File: src/rtl/fsx_pkg.sv
// shared types and constants for the fp issue scheduler
package fsx_pkg;

	typedef enum logic [4:0] {
		OP_NOP     = 5'h00,
		OP_ADD     = 5'h01,
		OP_MUL     = 5'h02,
		OP_DIV     = 5'h03,
		OP_SQRT    = 5'h04,
		OP_CVT     = 5'h05,
		OP_NEGABS  = 5'h06,
		OP_MOV     = 5'h07,
		OP_CMP     = 5'h08,
		OP_LOAD    = 5'h09,
		OP_STORE   = 5'h0A,
		OP_TO_FP   = 5'h0B,
		OP_FROM_FP = 5'h0C,
		OP_CTL_WR  = 5'h0D,
		OP_CTL_RD  = 5'h0E,
		OP_BRANCH  = 5'h0F
	} fsx_op_t;

	// minimum latencies in pipeline cycles
	localparam logic [5:0] LAT_ADD    = 6'h04;
	localparam logic [5:0] LAT_MUL    = 6'h08;
	localparam logic [5:0] LAT_DIV    = 6'h20;
	localparam logic [5:0] LAT_SQRT   = 6'h1F;
	localparam logic [5:0] LAT_ONE    = 6'h01;
	localparam logic [5:0] LAT_CVT    = 6'h04;
	localparam logic [5:0] LAT_CMP    = 6'h03;
	localparam logic [5:0] LAT_LOAD   = 6'h02;
	localparam logic [5:0] LAT_STORE  = 6'h01;
	localparam logic [5:0] LAT_MOVE   = 6'h02;
	localparam logic [5:0] LAT_CTL_WR = 6'h03;
	localparam logic [5:0] LAT_CTL_RD = 6'h02;
	localparam logic [5:0] LAT_BRANCH = 6'h01;

	// multiplier spacing
	localparam logic [5:0] MUL_REISSUE   = 6'h06;
	localparam logic [5:0] ADD_AFTER_MUL = 6'h02;
	localparam logic [5:0] AGE_MAX       = 6'h3F;

	// exception bit positions in cause, enable and flag vectors
	localparam int EXC_I = 0;
	localparam int EXC_U = 1;
	localparam int EXC_O = 2;
	localparam int EXC_Z = 3;
	localparam int EXC_V = 4;
	localparam int EXC_E = 5;

	// system exception code for a coprocessor fault, plain default
	localparam logic [4:0] FPE_CODE = 5'h0F;

	// byte lane holding the lowest-addressed byte
	localparam logic [1:0] LANE_BIG    = 2'h3;
	localparam logic [1:0] LANE_LITTLE = 2'h0;

	// compare predicate bit positions
	localparam int CND_UN  = 0;
	localparam int CND_EQ  = 1;
	localparam int CND_LT  = 2;
	localparam int CND_SIG = 3;

	typedef struct packed {
		logic       valid;
		fsx_op_t    op;
		logic       dbl;
		logic       word_fmt;
		logic [4:0] src_a;
		logic [4:0] src_b;
		logic [4:0] dst;
		logic       rd_a;
		logic       rd_b;
		logic [2:0] addr_lo;
		logic [3:0] cond;
	} fsx_iss_t;

	typedef struct packed {
		logic       valid;
		logic [4:0] ieee;
		logic       unimpl;
	} fsx_exc_t;

	typedef struct packed {
		logic res;
		logic inv;
	} fsx_cmp_st_t;

	typedef struct packed {
		logic        ack;
		logic        stall;
		logic        start;
		fsx_op_t     start_op;
		logic [5:0]  add_rem;
		logic [5:0]  mul_rem;
		logic [5:0]  mul_age;
		logic [5:0]  pend_rem;
		logic [4:0]  pend_reg;
		logic        add_cmp;
		logic        wb_valid;
		logic [4:0]  wb_reg;
		logic        cond;
		logic        trap;
		logic [5:0]  cause;
		logic [4:0]  flags;
		logic        addr_err;
		logic        commit;
		logic        qnan;
		logic [1:0]  first_lane;
		logic [31:0] move_data;
	} fsx_state_t;

endpackage

File: src/rtl/fsx_cmp.sv
// compare unit: evaluates the condition predicate on two operands
`timescale 1ns/1ps
module fsx_cmp (
	input  wire logic        i_sys_clk,
	input  wire logic        i_arst_n,
	input  wire logic        i_go,
	input  wire logic [31:0] i_a,
	input  wire logic [31:0] i_b,
	input  wire logic [3:0]  i_cond,
	input  wire logic        i_word,
	output logic             o_res,
	output logic             o_inv
);
	fsx_pkg::fsx_cmp_st_t s;
	fsx_pkg::fsx_cmp_st_t next_s;

	function automatic logic is_nan(input logic [31:0] v);
		return (&v[30:23]) && (|v[22:0]);
	endfunction

	function automatic logic [31:0] order_key(input logic [31:0] v);
		return v[31] ? ~v : (v | 32'h80000000);
	endfunction

	always_comb begin
		logic unord;
		logic sig_src;
		logic zeros;
		logic lt;
		logic eq;
		unord   = 1'b0;
		sig_src = 1'b0;
		zeros   = 1'b0;
		lt      = 1'b0;
		eq      = 1'b0;
		next_s  = s;
		if (i_word) begin
			lt = $signed(i_a) < $signed(i_b);
			eq = i_a == i_b;
		end else begin
			unord   = is_nan(i_a) || is_nan(i_b);
			sig_src = (is_nan(i_a) && i_a[22]) || (is_nan(i_b) && i_b[22]);
			zeros   = (i_a[30:0] == 31'h0) && (i_b[30:0] == 31'h0);
			lt = !unord && !zeros && (order_key(i_a) < order_key(i_b));
			eq = !unord && (zeros || i_a == i_b);
		end
		if (i_go) begin
			// predicate is the or of the selected relations
			next_s.res = (i_cond[fsx_pkg::CND_LT] && lt)
				|| (i_cond[fsx_pkg::CND_EQ] && eq)
				|| (i_cond[fsx_pkg::CND_UN] && unord);
			next_s.inv = unord && (i_cond[fsx_pkg::CND_SIG] || sig_src);
		end
	end

	always_ff @(posedge i_sys_clk or negedge i_arst_n) begin
		if (!i_arst_n) begin
			s <= '0;
		end else begin
			s <= next_s;
		end
	end

	assign o_res = s.res;
	assign o_inv = s.inv;
endmodule // fsx_cmp

File: src/rtl/fsx_sched.sv
// fp coprocessor issue scheduler, interlocks and exception control
// Contract
// - word moves copy bits unchanged and never raise an fp exception
// - read of a just-loaded register stalls until the load completes
// - address selects lowest-addressed byte, leftmost big or rightmost little
// - compare reads two registers in format and sets condition bit
// - sixteen predicates from unordered, equal, less and signaling bits
// - single and word compares run, double compares trap
// - five-stage pipeline stalls whole on register or unit conflict
// - fp ops never overlap except add under mul and mul after mul
// - add may begin two cycles after a multiply starts
// - multiplier accepts a new multiply at most every six cycles
// - arithmetic latencies add 4, mul 8, div 32, sqrt 31, others listed
// - transfer latencies load 2, store 1, moves 2, control 3/2, branch 1
// - double or 64-bit fixed operations trap as unimplemented
// - divide starts only with adder and multiplier idle
// - multiply needs idle adder and multiplier idle or six cycles old
// - add needs idle adder and multiplier idle or two cycles old
// - sqrt, convert, negate, abs, compare need both units idle
// - unmet start conditions interlock issue until met
// - trap keeps destination unchanged, else default result and continue
// - exception sets cause; disabled sets flag, enabled traps
// - unimplemented exception has no enable or flag and always traps
// - trap reports fp exception code with cause bits as reason
// - flags stay set until software writes them
// - disabled underflow traps unimplemented unless flush tiny set
// - disabled invalid delivers a quiet nan
`timescale 1ns/1ps
module fsx_sched (
	input  wire logic              i_sys_clk,
	input  wire logic              i_arst_n,
	input  wire fsx_pkg::fsx_iss_t i_iss,
	input  wire logic [31:0]       i_move_data,
	input  wire logic [31:0]       i_cmp_a,
	input  wire logic [31:0]       i_cmp_b,
	input  wire fsx_pkg::fsx_exc_t i_exc,
	input  wire logic [4:0]        i_enable,
	input  wire logic              i_flush_tiny_results,
	input  wire logic              i_big_endian,
	input  wire logic              i_flag_wr,
	input  wire logic [4:0]        i_flag_data,
	output logic                   o_ack,
	output logic                   o_stall,
	output logic                   o_start,
	output fsx_pkg::fsx_op_t       o_start_op,
	output logic                   o_wb_valid,
	output logic [4:0]             o_wb_reg,
	output logic                   o_cond,
	output logic                   o_trap,
	output logic [4:0]             o_fp_exception_code,
	output logic [5:0]             o_cause,
	output logic [4:0]             o_flags,
	output logic                   o_addr_err,
	output logic                   o_commit,
	output logic                   o_qnan,
	output logic [1:0]             o_first_lane,
	output logic [31:0]            o_move_data
);
	fsx_pkg::fsx_state_t s;
	fsx_pkg::fsx_state_t next_s;
	logic                cmp_go;
	logic                cmp_res;
	logic                cmp_inv;

	// cycles the op occupies its unit or its destination
	function automatic logic [5:0] op_lat(input fsx_pkg::fsx_op_t op);
		unique case (op)
			fsx_pkg::OP_ADD:     return fsx_pkg::LAT_ADD;
			fsx_pkg::OP_MUL:     return fsx_pkg::LAT_MUL;
			fsx_pkg::OP_DIV:     return fsx_pkg::LAT_DIV;
			fsx_pkg::OP_SQRT:    return fsx_pkg::LAT_SQRT;
			fsx_pkg::OP_CVT:     return fsx_pkg::LAT_CVT;
			fsx_pkg::OP_CMP:     return fsx_pkg::LAT_CMP;
			fsx_pkg::OP_LOAD:    return fsx_pkg::LAT_LOAD;
			fsx_pkg::OP_STORE:   return fsx_pkg::LAT_STORE;
			fsx_pkg::OP_TO_FP,
			fsx_pkg::OP_FROM_FP: return fsx_pkg::LAT_MOVE;
			fsx_pkg::OP_CTL_WR:  return fsx_pkg::LAT_CTL_WR;
			fsx_pkg::OP_CTL_RD:  return fsx_pkg::LAT_CTL_RD;
			fsx_pkg::OP_BRANCH:  return fsx_pkg::LAT_BRANCH;
			default:             return fsx_pkg::LAT_ONE;
		endcase
	endfunction

	function automatic logic [5:0] dec(input logic [5:0] v);
		return (v == 6'h00) ? 6'h00 : v - 6'h01;
	endfunction

	function automatic logic is_mem(input fsx_pkg::fsx_op_t op);
		return op == fsx_pkg::OP_LOAD || op == fsx_pkg::OP_STORE;
	endfunction

	function automatic logic on_adder(input fsx_pkg::fsx_op_t op);
		return op inside {fsx_pkg::OP_ADD, fsx_pkg::OP_DIV, fsx_pkg::OP_SQRT,
			fsx_pkg::OP_CVT, fsx_pkg::OP_NEGABS, fsx_pkg::OP_MOV,
			fsx_pkg::OP_CMP};
	endfunction

	function automatic logic writes_fp(input fsx_pkg::fsx_op_t op);
		return on_adder(op) && op != fsx_pkg::OP_CMP
			|| op inside {fsx_pkg::OP_MUL, fsx_pkg::OP_LOAD,
			fsx_pkg::OP_TO_FP};
	endfunction

	always_comb begin
		logic       add_idle;
		logic       mul_idle;
		logic       unit_ok;
		logic       raw;
		logic       req;
		logic       misalign;
		logic       cmp_done;
		logic [4:0] ev;
		logic       unimpl;
		logic       trapping;
		next_s   = s;
		cmp_go   = 1'b0;
		add_idle = s.add_rem == 6'h00;
		mul_idle = s.mul_rem == 6'h00;
		unit_ok  = 1'b1;
		raw      = 1'b0;
		misalign = 1'b0;
		req      = i_iss.valid && !s.ack;
		cmp_done = s.add_cmp && s.add_rem == 6'h01;
		ev       = '0;
		unimpl   = 1'b0;
		trapping = 1'b0;

		next_s.ack      = 1'b0;
		next_s.stall    = 1'b0;
		next_s.start    = 1'b0;
		next_s.trap     = 1'b0;
		next_s.addr_err = 1'b0;
		next_s.commit   = 1'b0;
		next_s.qnan     = 1'b0;
		next_s.wb_valid = 1'b0;
		next_s.add_rem  = dec(s.add_rem);
		next_s.mul_rem  = dec(s.mul_rem);
		next_s.pend_rem = dec(s.pend_rem);
		if (!mul_idle && s.mul_age != fsx_pkg::AGE_MAX) begin
			next_s.mul_age = s.mul_age + 6'h01;
		end
		if (s.pend_rem == 6'h01) begin
			next_s.wb_valid = 1'b1;
			next_s.wb_reg   = s.pend_reg;
		end
		if (cmp_done) begin
			next_s.cond    = cmp_res;
			next_s.add_cmp = 1'b0;
		end

		// unit start conditions
		unique case (i_iss.op)
			fsx_pkg::OP_MUL: unit_ok = add_idle && (mul_idle
				|| s.mul_age >= fsx_pkg::MUL_REISSUE);
			fsx_pkg::OP_ADD: unit_ok = add_idle && (mul_idle
				|| s.mul_age >= fsx_pkg::ADD_AFTER_MUL);
			fsx_pkg::OP_DIV: unit_ok = add_idle && mul_idle;
			fsx_pkg::OP_SQRT, fsx_pkg::OP_CVT, fsx_pkg::OP_NEGABS,
			fsx_pkg::OP_MOV, fsx_pkg::OP_CMP:
				unit_ok = add_idle && mul_idle;
			fsx_pkg::OP_BRANCH: unit_ok = !s.add_cmp;
			default: unit_ok = 1'b1;
		endcase
		raw = s.pend_rem > 6'h01 && ((i_iss.rd_a && i_iss.src_a == s.pend_reg)
			|| (i_iss.rd_b && i_iss.src_b == s.pend_reg));
		misalign = is_mem(i_iss.op) && (i_iss.dbl ? i_iss.addr_lo != 3'h0
			: i_iss.addr_lo[1:0] != 2'h0);

		if (req) begin
			if (misalign) begin
				next_s.ack      = 1'b1;
				next_s.addr_err = 1'b1;
			end else if (i_iss.dbl) begin
				// no unit starts, destination untouched
				next_s.ack   = 1'b1;
				next_s.trap  = 1'b1;
				next_s.cause = 6'h20;
			end else if (unit_ok && !raw) begin
				next_s.ack      = 1'b1;
				next_s.start    = 1'b1;
				next_s.start_op = i_iss.op;
				if (on_adder(i_iss.op)) begin
					next_s.add_rem = op_lat(i_iss.op);
					next_s.add_cmp = i_iss.op == fsx_pkg::OP_CMP;
					cmp_go         = i_iss.op == fsx_pkg::OP_CMP;
				end
				if (i_iss.op == fsx_pkg::OP_MUL) begin
					next_s.mul_rem = fsx_pkg::LAT_MUL;
					next_s.mul_age = 6'h00;
				end
				if (writes_fp(i_iss.op)) begin
					next_s.pend_rem = op_lat(i_iss.op);
					next_s.pend_reg = i_iss.dst;
				end
				if (is_mem(i_iss.op)) begin
					next_s.first_lane = i_big_endian ? fsx_pkg::LANE_BIG
						: fsx_pkg::LANE_LITTLE;
				end
				if (i_iss.op == fsx_pkg::OP_TO_FP
					|| i_iss.op == fsx_pkg::OP_FROM_FP) begin
					next_s.move_data = i_move_data;
				end
			end else begin
				next_s.stall = 1'b1;
			end
		end

		// exception resolution at completion
		if (i_exc.valid || (cmp_done && cmp_inv)) begin
			ev = i_exc.valid ? i_exc.ieee : 5'h00;
			ev[fsx_pkg::EXC_V] = ev[fsx_pkg::EXC_V] || (cmp_done && cmp_inv);
			unimpl = (i_exc.valid && i_exc.unimpl)
				|| (ev[fsx_pkg::EXC_U] && !i_enable[fsx_pkg::EXC_U]
				&& !i_flush_tiny_results);
			trapping = unimpl || |(ev & i_enable);
			next_s.cause = {unimpl, ev};
			next_s.trap  = trapping;
			next_s.commit = !trapping;
			next_s.qnan = !trapping && ev[fsx_pkg::EXC_V];
		end

		// sticky flags, hardware set wins over software write
		next_s.flags = (i_flag_wr ? i_flag_data : s.flags)
			| ((trapping || unimpl) ? 5'h00 : (ev & ~i_enable));
	end

	always_ff @(posedge i_sys_clk or negedge i_arst_n) begin
		if (!i_arst_n) begin
			s <= '0;
		end else begin
			s <= next_s;
		end
	end

	fsx_cmp u_cmp (
		.i_sys_clk (i_sys_clk),
		.i_arst_n  (i_arst_n),
		.i_go      (cmp_go),
		.i_a       (i_cmp_a),
		.i_b       (i_cmp_b),
		.i_cond    (i_iss.cond),
		.i_word    (i_iss.word_fmt),
		.o_res     (cmp_res),
		.o_inv     (cmp_inv)
	);

	assign o_ack               = s.ack;
	assign o_stall             = s.stall;
	assign o_start             = s.start;
	assign o_start_op          = s.start_op;
	assign o_wb_valid          = s.wb_valid;
	assign o_wb_reg            = s.wb_reg;
	assign o_cond              = s.cond;
	assign o_trap              = s.trap;
	assign o_fp_exception_code = fsx_pkg::FPE_CODE;
	assign o_cause             = s.cause;
	assign o_flags             = s.flags;
	assign o_addr_err          = s.addr_err;
	assign o_commit            = s.commit;
	assign o_qnan              = s.qnan;
	assign o_first_lane        = s.first_lane;
	assign o_move_data         = s.move_data;
endmodule // fsx_sched

File: config.mk
export PLATFORM = sky130hd
export DESIGN_NAME = fsx_sched
export DESIGN_NICKNAME = d
export VERILOG_FILES = /design/src/rtl/fsx_pkg.sv /design/src/rtl/fsx_cmp.sv /design/src/rtl/fsx_sched.sv
export SDC_FILE = /design/constraint.sdc
export NUM_CORES = 1
export LEC_CHECK = 0
export ABC_AREA = 1
export BUFFER_PORTS_ARGS = -buffer_cell sky130_fd_sc_hd__buf_4
export CORE_AREA = 2 2 123 125
export DETAILED_ROUTE_END_ITERATION = 10
export DIE_AREA = 0 0 125 127
export PLACE_DENSITY = 0.91
export SLEW_MARGIN = 0
export SYNTH_ARGS = -nofsm -noshare
export SYNTH_HDL_FRONTEND = slang
export SYNTH_SLANG_ARGS = --single-unit
File: constraint.sdc
create_clock -name i_sys_clk -period 2.6 [get_ports i_sys_clk]
set_clock_uncertainty 0.1 [all_clocks]
set_input_delay 0.13 -clock i_sys_clk [delete_from_list [all_inputs] [get_ports i_sys_clk]]
set_output_delay 0.13 -clock i_sys_clk [all_outputs]
set_load 0.005 [all_outputs]
## Word-level counts from Yosys, hierarchy flattened

Memories as Yosys holds them, arrays and structs flattened.
Cells that the tools add are included.

| storage, ports and cells | value |
|---|---|
| register bits after elaboration | 96 |
| ROM bits | 192 |
| bits of input ports | 150 |
| output and inout bits | 69 |
| logic and storage cells | 187 |
| memories kept | 2 |

Memory list:

| memory | words | bits a word | rd ports | clocked after memory_dff | write ports | line | source |
|---|---|---|---|---|---|---|---|
| (name not given) | 16 | 6 | 1 | 0 | 0 | fsx_sched.sv:67 | `unique case (op)` |
| (name not given) | 16 | 6 | 1 | 0 | 0 | fsx_sched.sv:67 |  |

| operators by class | value |
|---|---|
| add/sub/neg operators | 4 |
| order comparisons | 5 |
| equal/unequal tests | 21 |
| mux-type cells | 47 |
| bitwise gates (word level) | 8 |
| reductions and logical operators | 77 |

Operators with widths:

| operator | count |
|---|---|
| $mux W37 | 2 |
| $lt A32 B32 Y1 | 2 |
| $mux W32 | 2 |
| $not A32 Y32 | 2 |
| $logic_not A31 Y1 | 2 |
| $mux W6 | 8 |
| $reduce_or A23 Y1 | 2 |
| $mux W38 | 1 |
| $mux W36 | 1 |
| $eq A32 B32 Y1 | 1 |
| $eq A5 B4 Y1 const B | 6 |
| $logic_and A1 B1 Y1 | 29 |
| $mux W7 | 4 |
| $eq A5 B3 Y1 const B | 4 |
| $mux W1 | 20 |
| $mux W5 | 4 |
| $logic_not A6 Y1 | 3 |
| $sub A6 B1 Y6 const B | 3 |
| $logic_or A1 B1 Y1 | 17 |
| $reduce_and A8 Y1 | 2 |
| $reduce_and A5 Y1 | 3 |
| $eq A6 B1 Y1 const B | 2 |
| $mux W12 | 1 |
| $mux W11 | 1 |
| 24 further kinds | 40 |

## Longest topological paths before layout

Gate-level depths: netlist of the first run.

| logic depth | value |
|---|---|
| depth in word-level cells | 11 |
| depth in mapped cells | 20 |
| depth with buffers taken out | 20 |

## Cells and area by module

Synthesis of the first run repeated with hierarchy kept, for this count alone.

| unflattened totals | value |
|---|---|
| cells, all modules | 1046 |
| area total of the unflattened synthesis | 7870.0 um2 |

By module, submodules not included:

| module | times used | cells an instance | area an instance (um2) | seq. area each (um2) |
|---|---|---|---|---|
| fsx_sched | 1 | 660 | 5331.4 | 2327.2 |
| fsx_cmp | 1 | 386 | 2538.7 | 50.0 |

## Worst setup path before layout of the first run

OpenSTA, ideal clock, no wires.

| path | value |
|---|---|
| path type | input -> register |
| start | input port i_cmp_b[31] |
| end | register u_cmp.s (netlist bit u_cmp.o_res) |
| library setup time | 0.116 ns |
| arrival | 1.980 ns |
| required time | 2.384 ns |
| slack | 0.403 ns |
| stages on the path | 15 |
| buffers on the path | 2 |
| cell sequence | clkbuf_1 clkbuf_1 xnor2_1 ha_1 nand2_1 nor2_1 nand4_1 nor4b_1 nand2_1 nand2_1 nand2_1 nand2_1 nand2_1 nand2_1 nand2_1 |

| between the ends | value |
|---|---|
| word-level cells in the longest chain between the ends | 8 |
| elaborated cells between the ends (all ways) | 14 |
| those cells by class | 2 x order compare; 1 x eq/ne; 3 x mux; 1 x bitwise; 7 x reduce/logical |

RTL lines:

| element | line | source |
|---|---|---|
| from (decl) | fsx_sched.sv:35 | `input wire logic [31:0] i_cmp_b,` |
| $not A32 Y32 | fsx_cmp.sv:22 | `return v[31] ? ~v : (v \| 32'h80000000);` |
| $mux W32 | fsx_cmp.sv:22 |  |
| $lt A32 B32 Y1 | fsx_cmp.sv:44 | `lt = !unord && !zeros && (order_key(i_a) < order_key(i_b));` |
| $logic_and A1 B1 Y1 | fsx_cmp.sv:44 |  |
| $mux W1 | fsx_cmp.sv:37 | `if (i_word) begin` |
| $logic_and A1 B1 Y1 | fsx_cmp.sv:49 | `next_s.res = (i_cond[fsx_pkg::CND_LT] && lt)` |
| $logic_or A1 B1 Y1 * | fsx_cmp.sv:50 | `\|\| (i_cond[fsx_pkg::CND_EQ] && eq)` |
| $logic_or A1 B1 Y1 * | fsx_cmp.sv:51 | `\|\| (i_cond[fsx_pkg::CND_UN] && unord);` |
| to (signal assigned) | fsx_cmp.sv:60 | `s <= next_s;` |
| to (decl) | fsx_cmp.sv:14 | `fsx_pkg::fsx_cmp_st_t s;` |

Every way passes the cells marked *; elsewhere a longest branch is shown, timed or not.
A chain may end at the register's enable or synchronous reset.

==> out/metrics.csv, run 1 <==
stage,metric,value,unit
drt,vias_per_cell,5.457,
worst_setup_path,crit_chain,"ha_1, nand4_1, nor2_1, a21oi_1, o21ai_1, o41ai_1, dlygate4sd3_1",
global_route,grt_pass1_wl,36070,um
sta,worstMarginPinSlew,0.5786,ns
synthesis,avgSynthCellArea,7.646,sq um
cells_and_area,nFillCells,1037,
synthesis,synth_top_cell_area_share,0.3157,
global_route,grt_max_degree,68,
clock_tree,cts_tree,built,
sta,rsz0062_at_grt,false,
synthesis,synth_edf_count,0,
floorplan,fp.dieArea,15880,sq um
synthesis,synth.yosys.warnings,0,
job,cap_violations,0,
placement,io_buffers,213,
worst_setup_path,criticalPathCategory,register to register,
power,p_leak,0.005177,uW
synthesis,synth_area_leader_cell,dfrtp_1,
global_route,overflow,0,
worst_setup_path,ff2ff_path_depth,7,
worst_setup_path,worstPathArrival,2.66,ns
worst_setup_path,crit_fanout,5,
drt,wire_per_inst,16.20,um
floorplan,die_h,127,um
global_route,antenna_found_initial,0,
worst_setup_path,critPathRequiredTime,2.78,ns
cells_and_area,drive_gt1_frac,0.2270,
clock_tree,clockRootBuffer,clkbuf_16,
sta,period_minus_slack,2.479,ns
worst_setup_path,slowest_delay,0.61,ns
power,ir_drop,0.0003959,V
clock_tree,cts_buffer_depth,2,
worst_setup_path,endpoint_kind,register,
run_status,status,"finished, final reports clean",
floorplan,io_pins,219,
drt,drt-total-wl,22340,um
synthesis,async_flop_share,1.000,
synthesis,ys_seq_elements,95,
sta,fmax,403.4,MHz
placement,dpl.hpwl,15170,um
sta,tns,0,ns
drt,drc,0,
floorplan,die_x,125,um
min_path,hold_path_class,primary input to register,
floorplan,initial_core_util,0.5221,
synthesis,postSynthCellCount,985,
placement,gp_congestion,0.8914,
drt,drtIter0Drc,596,
drt,first_pass_iters,5,
synthesis,syn_area,7531,sq um
worst_setup_path,cp_top_family,compound AO/OA/AOI/OAI gates,
sta,max_slew_margin,0.6129,
clock_tree,htree_levels,3,
worst_setup_path,crit_buf_inv,1,
synthesis,synth_flop_cell,dfrtp_1,
clock_tree,insertion_delay,0.34,ns
placement,dp_cells,1307,
floorplan,core_area,14420,sq um
sta,fin_crit_sh,0.9534,
cells_and_area,nets,1411,
synthesis,synthTopCellsByArea,"dfrtp_1 32%, ha_1 12%, nand2_1 10%",
synthesis,ys_top_cells_by_count,"207 x nand2_1, 107 x inv_1, 95 x dfrtp_1, 75 x nand3_1, 74 x nor2_1",
sta,slew_viol_final,0,
floorplan,fp-row-count,44,
sta,timing.final.hold_violations,0,
drt,antenna_left,0,
drt,vias,7525,
global_route,grt_use_total,0.2769,
worst_setup_path,cpMaxStageDelayCell,dlygate4sd3_1,
synthesis,yosysSeqAreaShare,0.3157,
synthesis,synthDistinctLibCells,49,
sta,setup_viol,0,
clock_tree,cts_buffers,9,
power,p_per_area,621.3,nW/um^2
clock_tree,cts.clk_slew.worst_paths,0.07,ns
global_route,grt_pass1_vias,7449,
worst_setup_path,crit_cells,7,
cells_and_area,area_growth,28.91,%
cells_and_area,stdcell_count,1379,
synthesis,synth_most_common_cell,nand2_1,
clock_tree,cts_sinks,95,
cells_and_area,largest_register_ff_count,32,
worst_setup_path,startpoint_type,register,
min_path,hold-path-cell-count,3,
==> final cells by class <==
cell class / count / area (sq um) / area share
antenna: 1 / 2.502 / 0.0002578
clock buffer: 10 / 229.0 / 0.02359
clock inverter: 5 / 67.56 / 0.006960
inverter: 114 / 430.4 / 0.04434
multi-input combinational: 692 / 4128 / 0.4252
sequential: 95 / 2377 / 0.2449
tap: 184 / 230.2 / 0.02371
timing repair buffer: 278 / 2243 / 0.2311
==> report_power, final <==
part           internal (uW)  total [uW]  switching, uW
registers               1900        2240            341
clock network            755        1340            590
logic                   1140        2450           1300
==> kinds of logic (layout without fill, tap and decap cells) <==
| kind of cell | Yosys count | in the layout | synth area share |
|---|---|---|---|
| compound gates | 122 | 122 | 0.09437 |
| xor+xnor | 70 | 70 | 0.08141 |
| fa+ha+maj | 71 | 71 | 0.1180 |
| buf+inv | 201 | 407 | 0.1392 |
| flops | 95 | 95 | 0.3157 |
| mux | 6 | 6 | 0.008141 |
| other cells | 2 | 6 | 0.0009972 |
| simple gates | 418 | 418 | 0.2422 |
==> tightest hold or removal path: stages <==
cell and delay [ns]:
buf_4 0.12, inv_1 0.08, a31oi_1 0.08
==> final timing paths <==
check                                start              endpoint  slack [ns]
hold / removal                   i_iss[25]       o_ack$_DFF_PN0_        0.01
hold reg to reg            s[74]$_DFF_PN0_       s[74]$_DFF_PN0_        0.35
max in group asynchronous         i_arst_n       s[76]$_DFF_PN0_        1.56
min in group asynchronous         i_arst_n       s[85]$_DFF_PN0_        0.16
setup / recovery           s[80]$_DFF_PN0_  o_flags[3]$_DFF_PN0_        0.12
setup reg to reg           s[80]$_DFF_PN0_  o_flags[3]$_DFF_PN0_        0.12
==> metal layers <==
metal	GRT usage	up-vias	routed length, um
met3	0.06030	90	1597
met5	0	-	0
li1	-	3556	-
met4	0.1307	0	1010
met2	0.4958	353	11220
met1	0.3159	3526	8509
==> cells in the final DEF, fill, tap and decap left out, drive strengths merged, types with 5 or more instances in the layout <==
cell	netlist	layout
xor2	37	37
inv	114	116
nor3	15	15
nand4	20	20
o22ai	5	5
o21ai	55	55
dlygate4sd3	0	56
nor4	7	7
clkbuf	13	10
ha	71	71
nor2	84	84
mux2i	5	5
nand3	76	76
conb	2	5
dfrtp	95	95
buf	74	222
xnor2	33	33
a21oi	39	39
nand2	210	210
==> what timing repair did <==
item                                    4_1_cts  5_1_grt
resized for setup                             0        4
endpoints found under the setup margin        0        9
endpoints found under the hold margin        77        0
hold buffers                                 56        0
setup buffers                                 0        0
==> metrics by stage <==
stage                     total power (uW)  hold slack (ns)    util  setup slack (ns)  area (sq um)
after floorplan                       3828          -0.2656       -            0.4033          7542
after global placement                4376         -0.02009  0.6125            0.3949          8835
after detailed placement              4500         -0.01956  0.6125            0.3204          8835
after CTS                             5926        0.0006310  0.6719            0.1109          9692
after global routing                  6456          0.01039  0.6729           0.01065          9706
final                                 6031          0.01496  0.6731            0.1211          9708
(Power assumes the default switching activity.)
==> run 2: changes to the inputs <==
--- a/config.mk
+++ b/config.mk
@@ -5,12 +5,12 @@
 export SDC_FILE = /design/constraint.sdc
 export NUM_CORES = 1
 export LEC_CHECK = 0
-export ABC_AREA = 1
+export ABC_AREA = 0
 export BUFFER_PORTS_ARGS = -buffer_cell sky130_fd_sc_hd__buf_4
-export CORE_AREA = 2 2 123 125
+export CORE_AREA = 2 2 120 122
 export DETAILED_ROUTE_END_ITERATION = 10
-export DIE_AREA = 0 0 125 127
-export PLACE_DENSITY = 0.91
+export DIE_AREA = 0 0 122 124
+export PLACE_DENSITY = 0.92
 export SLEW_MARGIN = 0
 export SYNTH_ARGS = -nofsm -noshare
 export SYNTH_HDL_FRONTEND = slang
==> out/metrics.csv, run 2 <==
stage,metric,value,unit
sta,fin_crit_sh,1.171,
drt,vias_per_cell,6.215,
worst_setup_path,r2r_start,s[70]$_DFF_PN0_,
sta,fmax,328.6,MHz
floorplan,io_pins,219,
synthesis,syn_area,7224,sq um
synthesis,synth_top_family_by_area,simple AND/OR/NAND/NOR gates,
clock_tree,insertion_delay,0.35,ns
floorplan,die_h,124,um
power,p_total,6587,uW
synthesis,synth_fa_ha_area_frac,0.1230,
cells_and_area,area_growth,37.17,%
cells_and_area,stdcell_count,1198,
worst_setup_path,crit_fanout,8,
synthesis,synthTopCellsByArea,"dfrtp_1 33%, ha_1 12%, buf_4 6.2%",
cells_and_area,seqCellArea,2379,sq um
worst_setup_path,r2r-end,o_move_data[8]$_DFFE_PN0P_,
cells_and_area,drive_gt1_frac,0.3047,
sta,rsz0062_at_grt,true,
worst_setup_path,criticalPathCategory,register to register,
cells_and_area,nFillCells,804,
power,swShare,0.3916,
global_route,antenna_found_initial,6,
synthesis,synth_top_cell_area_share,0.3291,
synthesis,postSynthCellCount,771,
drt,drc,0,
worst_setup_path,endpoint_kind,register,
synthesis,synthDistinctLibCells,63,
synthesis,yosysSeqAreaShare,0.3291,
synthesis,synth_most_common_cell,dfrtp_1,
placement,dp_cells,1106,
drt,first_pass_iters,8,
cells_and_area,nets,1231,
worst_setup_path,startpoint_type,register,
sta,tns,-15.86,ns
run_status,violations,negative setup slack,
worst_setup_path,cpMaxStageDelayCell,dfrtp_1,
global_route,overflow,0,
worst_setup_path,worstPathArrival,3.17,ns
min_path,min_to,o_flags[1]$_DFF_PN0_,
sta,period_minus_slack,3.044,ns
synthesis,muxShareOfSynthArea,0.07534,
clock_tree,cts.clk_slew.worst_paths,0.07,ns
worst_setup_path,critPathRequiredTime,2.72,ns
sta,worstMarginPinSlew,1.003,ns
cells_and_area,multi_input_area,4284,sq um
synthesis,synthSimpleGateAreaFrac,0.1623,
synthesis,synth_xor_area_frac,0.1043,
drt,wire_per_inst,24.69,um
worst_setup_path,crit_chain,"nor2_1, nor4_2, a21oi_1, o31ai_4, nand2_4, inv_4, nand3b_4, clkbuf_16, mux2_4",
global_route,grt_use_total,0.3511,
clock_tree,cts_buffers,9,
min_path,hold_path_class,primary input to register,
worst_setup_path,ff2ff_path_depth,9,
power,ir_drop,0.0003875,V
power,p_clk_frac,0.204,
floorplan,die_x,122,um
placement,gp_congestion,0.9476,
synthesis,avgSynthCellArea,9.370,sq um
floorplan,initial_core_util,0.5266,
min_path,hp-start,i_flag_wr,
run_status,status,"finished, violations left",
global_route,grt_pass1_vias,7380,
power,p_sw,2579,uW
power,seqPwrFrac,0.367,
placement,pre_cts_slack,-0.02190,ns
cells_and_area,layout_commonest_cell,buf_4,
floorplan,fp-row-count,43,
worst_setup_path,slowest_delay,0.54,ns
placement,io_buffers,213,
power,p_leak,0.004936,uW
synthesis,async_flop_share,1.000,
global_route,grt_max_degree,50,
sta,slew_viol_final,0,
sta,timing.final.hold_violations,0,
drt,drtIter0Drc,690,
clock_tree,clockRootBuffer,clkbuf_16,
power,p_per_area,664.7,nW/um^2
cells_and_area,largest_register_ff_count,32,
global_route,grt_pass1_wl,40030,um
cells_and_area,final_cell_mix,"235 x buf_4, 94 x dfrtp_1, 70 x ha_1, 66 x nand2_1, 65 x dlygate4sd3_1",
placement,dpl.hpwl,16270,um
sta,setup_slack,-0.4437,ns
drt,drt-total-wl,29580,um
floorplan,fp.dieArea,15130,sq um
drt,antenna_left,0,
job,cap_violations,0,
synthesis,synth-compound-area-share,0.1008,
synthesis,ys_top_cells_by_count,"95 x dfrtp_1, 71 x ha_1, 66 x nand2_1, 60 x buf_4, 50 x inv_1",
power,p_int,4008,uW
synthesis,ys_seq_elements,95,
synthesis,synth_area_leader_cell,dfrtp_1,
synthesis,synth_edf_count,0,
clock_tree,cts_buffer_depth,2,
drt,vias,7446,
sta,setup_viol,61,
power,comb_power_share,0.429,
worst_setup_path,rrSetupSlack,-0.44,ns
clock_tree,htree_levels,3,
clock_tree,cts_sinks,95,
floorplan,core_area,13720,sq um
min_path,hold-path-cell-count,3,
clock_tree,cts_tree,built,
sta,max_slew_margin,0.3250,
synthesis,synth.yosys.warnings,0,
synthesis,synth_flop_cell,dfrtp_1,
==> run 2: what timing repair did <==
action                                  4_1_cts  5_1_grt
endpoints found under the setup margin       29       60
setup buffers                                 0        5
gates cloned                                  0        3
gates resized for setup                       1       50
hold buffers                                 64        1
pin swaps                                     0        9
hold endpoints to repair                    101        1
==> run 2: cell type report <==
class / count / share of cell area
multi-input combinational: 547 / 0.4323
inverter: 51 / 0.01957
clock buffer: 12 / 0.02487
timing repair buffer: 306 / 0.2551
antenna: 4 / 0.001010
clock inverter: 3 / 0.004419
tap: 180 / 0.02273
sequential: 95 / 0.2400
==> run 2: how the worst max path moves through the flow <==
stage                                from                    endpoint  slack [ns]  depth (start not counted)
after floorplan               i_cmp_b[31]     u_cmp.o_res$_DFFE_PN0P_        0.04                         11
after global placement    s[66]$_DFF_PN0_             s[64]$_DFF_PN0_        0.11                          8
after detailed placement  s[66]$_DFF_PN0_             s[64]$_DFF_PN0_       -0.02                          8
after CTS                 s[62]$_DFF_PN0_  o_move_data[7]$_DFFE_PN0P_       -0.03                         11
after global routing      s[70]$_DFF_PN0_  o_move_data[8]$_DFFE_PN0P_       -0.32                          9
final                     s[70]$_DFF_PN0_  o_move_data[8]$_DFFE_PN0P_       -0.44                          9
==> run 2: worst max-delay path, delay by kind of cell (launching register included) <==
kind            cells  cell delay [ns]
mux                 1             0.35
simple gates        4             0.94
compound gates      2             0.57
flops               1             0.54
buf+inv             2             0.38
==> run 2: logic make-up (layout without fill, tap and decap cells) <==
family                   after synthesis  in the layout
AND/OR/NAND/NOR                      225            225
buffers and inverters                132            372
AO/OA/AOI/OAI                        112            112
flip-flops                            95             95
XOR/XNOR                              86             86
adder cells (fa/ha/maj)               71             71
multiplexers                          48             48
other                                  2              9
==> run 2: stage by stage <==
step | cell area [sq um] | util | hold slack, ns
final | 9910 | 0.7223 | 0.06129
after global routing | 9905 | 0.7219 | 0.06294
after CTS | 9605 | 0.7001 | 0.0002086
after detailed placement | 8673 | 0.6322 | 0.08028
after global placement | 8673 | 0.6322 | 0.07824
after floorplan | 7239 | - | -0.2656
==> run 2: routing by layer <==
layer	track usage	part of all wire	up-vias
li1	-	-	3127
met1	0.3784	0.32	3413
met2	0.5953	0.46	681
met3	0.1126	0.13	223
met4	0.2277	0.092	2
met5	0	0.00037	-
==> run 2: power groups by stage <==
stage | registers (uW) | logic (uW) | clock network, uW
floorplan | 2200 | 1560 | 0
global placement | 2250 | 2150 | 0
detailed placement | 2300 | 2270 | 0
CTS | 2280 | 2380 | 1310
global route | 2440 | 3030 | 1420
finish | 2420 | 2830 | 1350
==> run 3: changes to the inputs <==
--- a/config.mk
+++ b/config.mk
@@ -11,6 +11,7 @@
 export DETAILED_ROUTE_END_ITERATION = 10
 export DIE_AREA = 0 0 122 124
 export PLACE_DENSITY = 0.92
+export SETUP_SLACK_MARGIN = 0.15
 export SLEW_MARGIN = 0
 export SYNTH_ARGS = -nofsm -noshare
 export SYNTH_HDL_FRONTEND = slang
==> out/metrics.csv, run 3 (synthesis results as in run 2) <==
stage,metric,value,unit
worst_setup_path,startpoint_type,register,
clock_tree,cts.clk_slew.worst_paths,0.08,ns
floorplan,io_pins,219,
global_route,grt_use_total,0.3755,
sta,fin_crit_sh,1.065,
drt,wire_per_inst,24.90,um
global_route,grt_pass1_wl,42060,um
clock_tree,cts_tree,built,
power,ir_drop,0.0003541,V
worst_setup_path,ff2ff_path_depth,10,
power,p_sw,2653,uW
sta,slew_viol_final,0,
clock_tree,htree_levels,3,
min_path,hold-path-cell-count,3,
job,cap_violations,0,
power,comb_power_share,0.433,
worst_setup_path,crit_fanout,12,
power,swShare,0.3954,
cells_and_area,fin_area,9884,sq um
placement,io_buffers,213,
drt,drc,0,
drt,vias,7587,
global_route,antenna_found_initial,4,
cells_and_area,layout_commonest_cell,buf_4,
drt,drt-total-wl,29960,um
worst_setup_path,rrSetupSlack,-0.17,ns
sta,rsz0062_at_grt,true,
worst_setup_path,r2r_start,s[74]$_DFF_PN0_,
placement,place_area,8696,sq um
sta,setup_slack,-0.1683,ns
floorplan,core_area,13720,sq um
sta,timing.final.hold_violations,0,
placement,dpl.hpwl,16540,um
floorplan,fp.dieArea,15130,sq um
floorplan,die_x,122,um
run_status,violations,negative setup slack,
floorplan,initial_core_util,0.5266,
power,p_int,4056,uW
sta,period_minus_slack,2.768,ns
sta,tns,-2.072,ns
drt,first_pass_iters,5,
sta,worstMarginPinSlew,0.7700,ns
cells_and_area,area_growth,36.82,%
power,p_leak,0.004902,uW
worst_setup_path,endpoint_kind,register,
clock_tree,clockRootBuffer,clkbuf_16,
clock_tree,cts_sinks,95,
placement,gp_congestion,0.9468,
cells_and_area,stdcell_count,1203,
worst_setup_path,r2r-end,o_move_data[6]$_DFFE_PN0P_,
sta,max_slew_margin,0.4813,
clock_tree,insertion_delay,0.37,ns
power,p_clk_frac,0.214,
sta,fmax,361.2,MHz
worst_setup_path,criticalPathCategory,register to register,
cells_and_area,nets,1236,
drt,drtIter0Drc,864,
global_route,grt_pass1_vias,7504,
power,p_per_area,678.8,nW/um^2
clock_tree,cts_buffers,9,
drt,vias_per_cell,6.307,
clock_tree,cts_buffer_depth,2,
placement,pre_cts_slack,-0.04028,ns
placement,dp_cells,1109,
floorplan,die_h,124,um
worst_setup_path,critPathRequiredTime,2.72,ns
power,seqPwrFrac,0.353,
sta,setup_viol,36,
floorplan,fp-row-count,43,
sta,hold_slack,0.03234,ns
global_route,overflow,0,
cells_and_area,largest_register_ff_count,32,
global_route,grt_max_degree,49,
min_path,min_to,o_cause[2]$_DFFE_PN0P_,
run_status,status,"finished, violations left",
min_path,hold_path_class,primary input to register,
cells_and_area,final_cell_mix,"240 x buf_4, 95 x dfrtp_1, 69 x ha_1, 66 x nand2_1, 64 x dlygate4sd3_1",
min_path,hp-start,i_exc[6],
worst_setup_path,worstPathArrival,2.88,ns
cells_and_area,drive_gt1_frac,0.2980,
drt,antenna_left,0,
## run 3: how the worst max path moves through the flow
stage	to	cells past startpoint	slack (ns)	from
4_1_cts	o_move_data[22]$_DFFE_PN0P_	9	0.12	s[67]$_DFF_PN0_
6_report	o_move_data[6]$_DFFE_PN0P_	10	-0.17	s[74]$_DFF_PN0_
2_1_floorplan	u_cmp.o_res$_DFFE_PN0P_	11	0.17	i_cmp_a[31]
3_5_place_dp	o_move_data[20]$_DFFE_PN0P_	11	-0.04	s[62]$_DFF_PN0_
5_1_grt	o_move_data[19]$_DFFE_PN0P_	10	-0.22	s[74]$_DFF_PN0_
3_3_place_gp	o_move_data[16]$_DFFE_PN0P_	11	0.10	s[62]$_DFF_PN0_
## run 3: timing repair
item                                    CTS  global route
pin swaps                                 3             5
buffers inserted                          2             9
hold endpoints to repair                100             0
gates resized for setup                  11            33
endpoints found under the setup margin   50            52
hold buffers                             64             0
## run 3: stage by stage
step	utilization	power, uW
2_1_floorplan	-	3757
3_3_place_gp	0.6338	4412
3_5_place_dp	0.6338	4573
4_1_cts	0.7063	6103
5_1_grt	0.7201	6961
6_report	0.7205	6709
## run 3: area by class of cell
type / instances / area, sq um
diodes: 3 / 7.507
clock buffers: 11 / 242.7
clock inverters: 5 / 56.30
fillers: 814 / 3835
inverters: 51 / 193.9
multi-input cells: 547 / 4232
flip-flops and latches: 95 / 2377
well taps: 180 / 225.2
repair buffers: 311 / 2550
## run 3: power groups by stage
stage | clock network, uW | logic, uW | registers (uW)
3_3_place_gp | 0 | 2170 | 2240
4_1_cts | 1350 | 2480 | 2270
6_report | 1440 | 2910 | 2370
5_1_grt | 1480 | 3090 | 2390
3_5_place_dp | 0 | 2290 | 2280
2_1_floorplan | 0 | 1560 | 2200
## run 3: routing by layer
metal / track usage / part of all wire
met1: 0.3850 / 0.32
met2: 0.6191 / 0.46
met3: 0.1648 / 0.13
met4: 0.2507 / 0.084
met5: 0.04167 / 0.0028
## run 3: worst max-delay path, stage by stage, from the launching register on
cell	delay [ns]
dfrtp_1	0.41
inv_1	0.10
ha_1	0.16
nor3b_1	0.46
a311oi_2	0.20
o31ai_2	0.12
nand2_2	0.19
inv_4	0.14
nand3b_4	0.15
buf_12	0.19
mux2_1	0.41
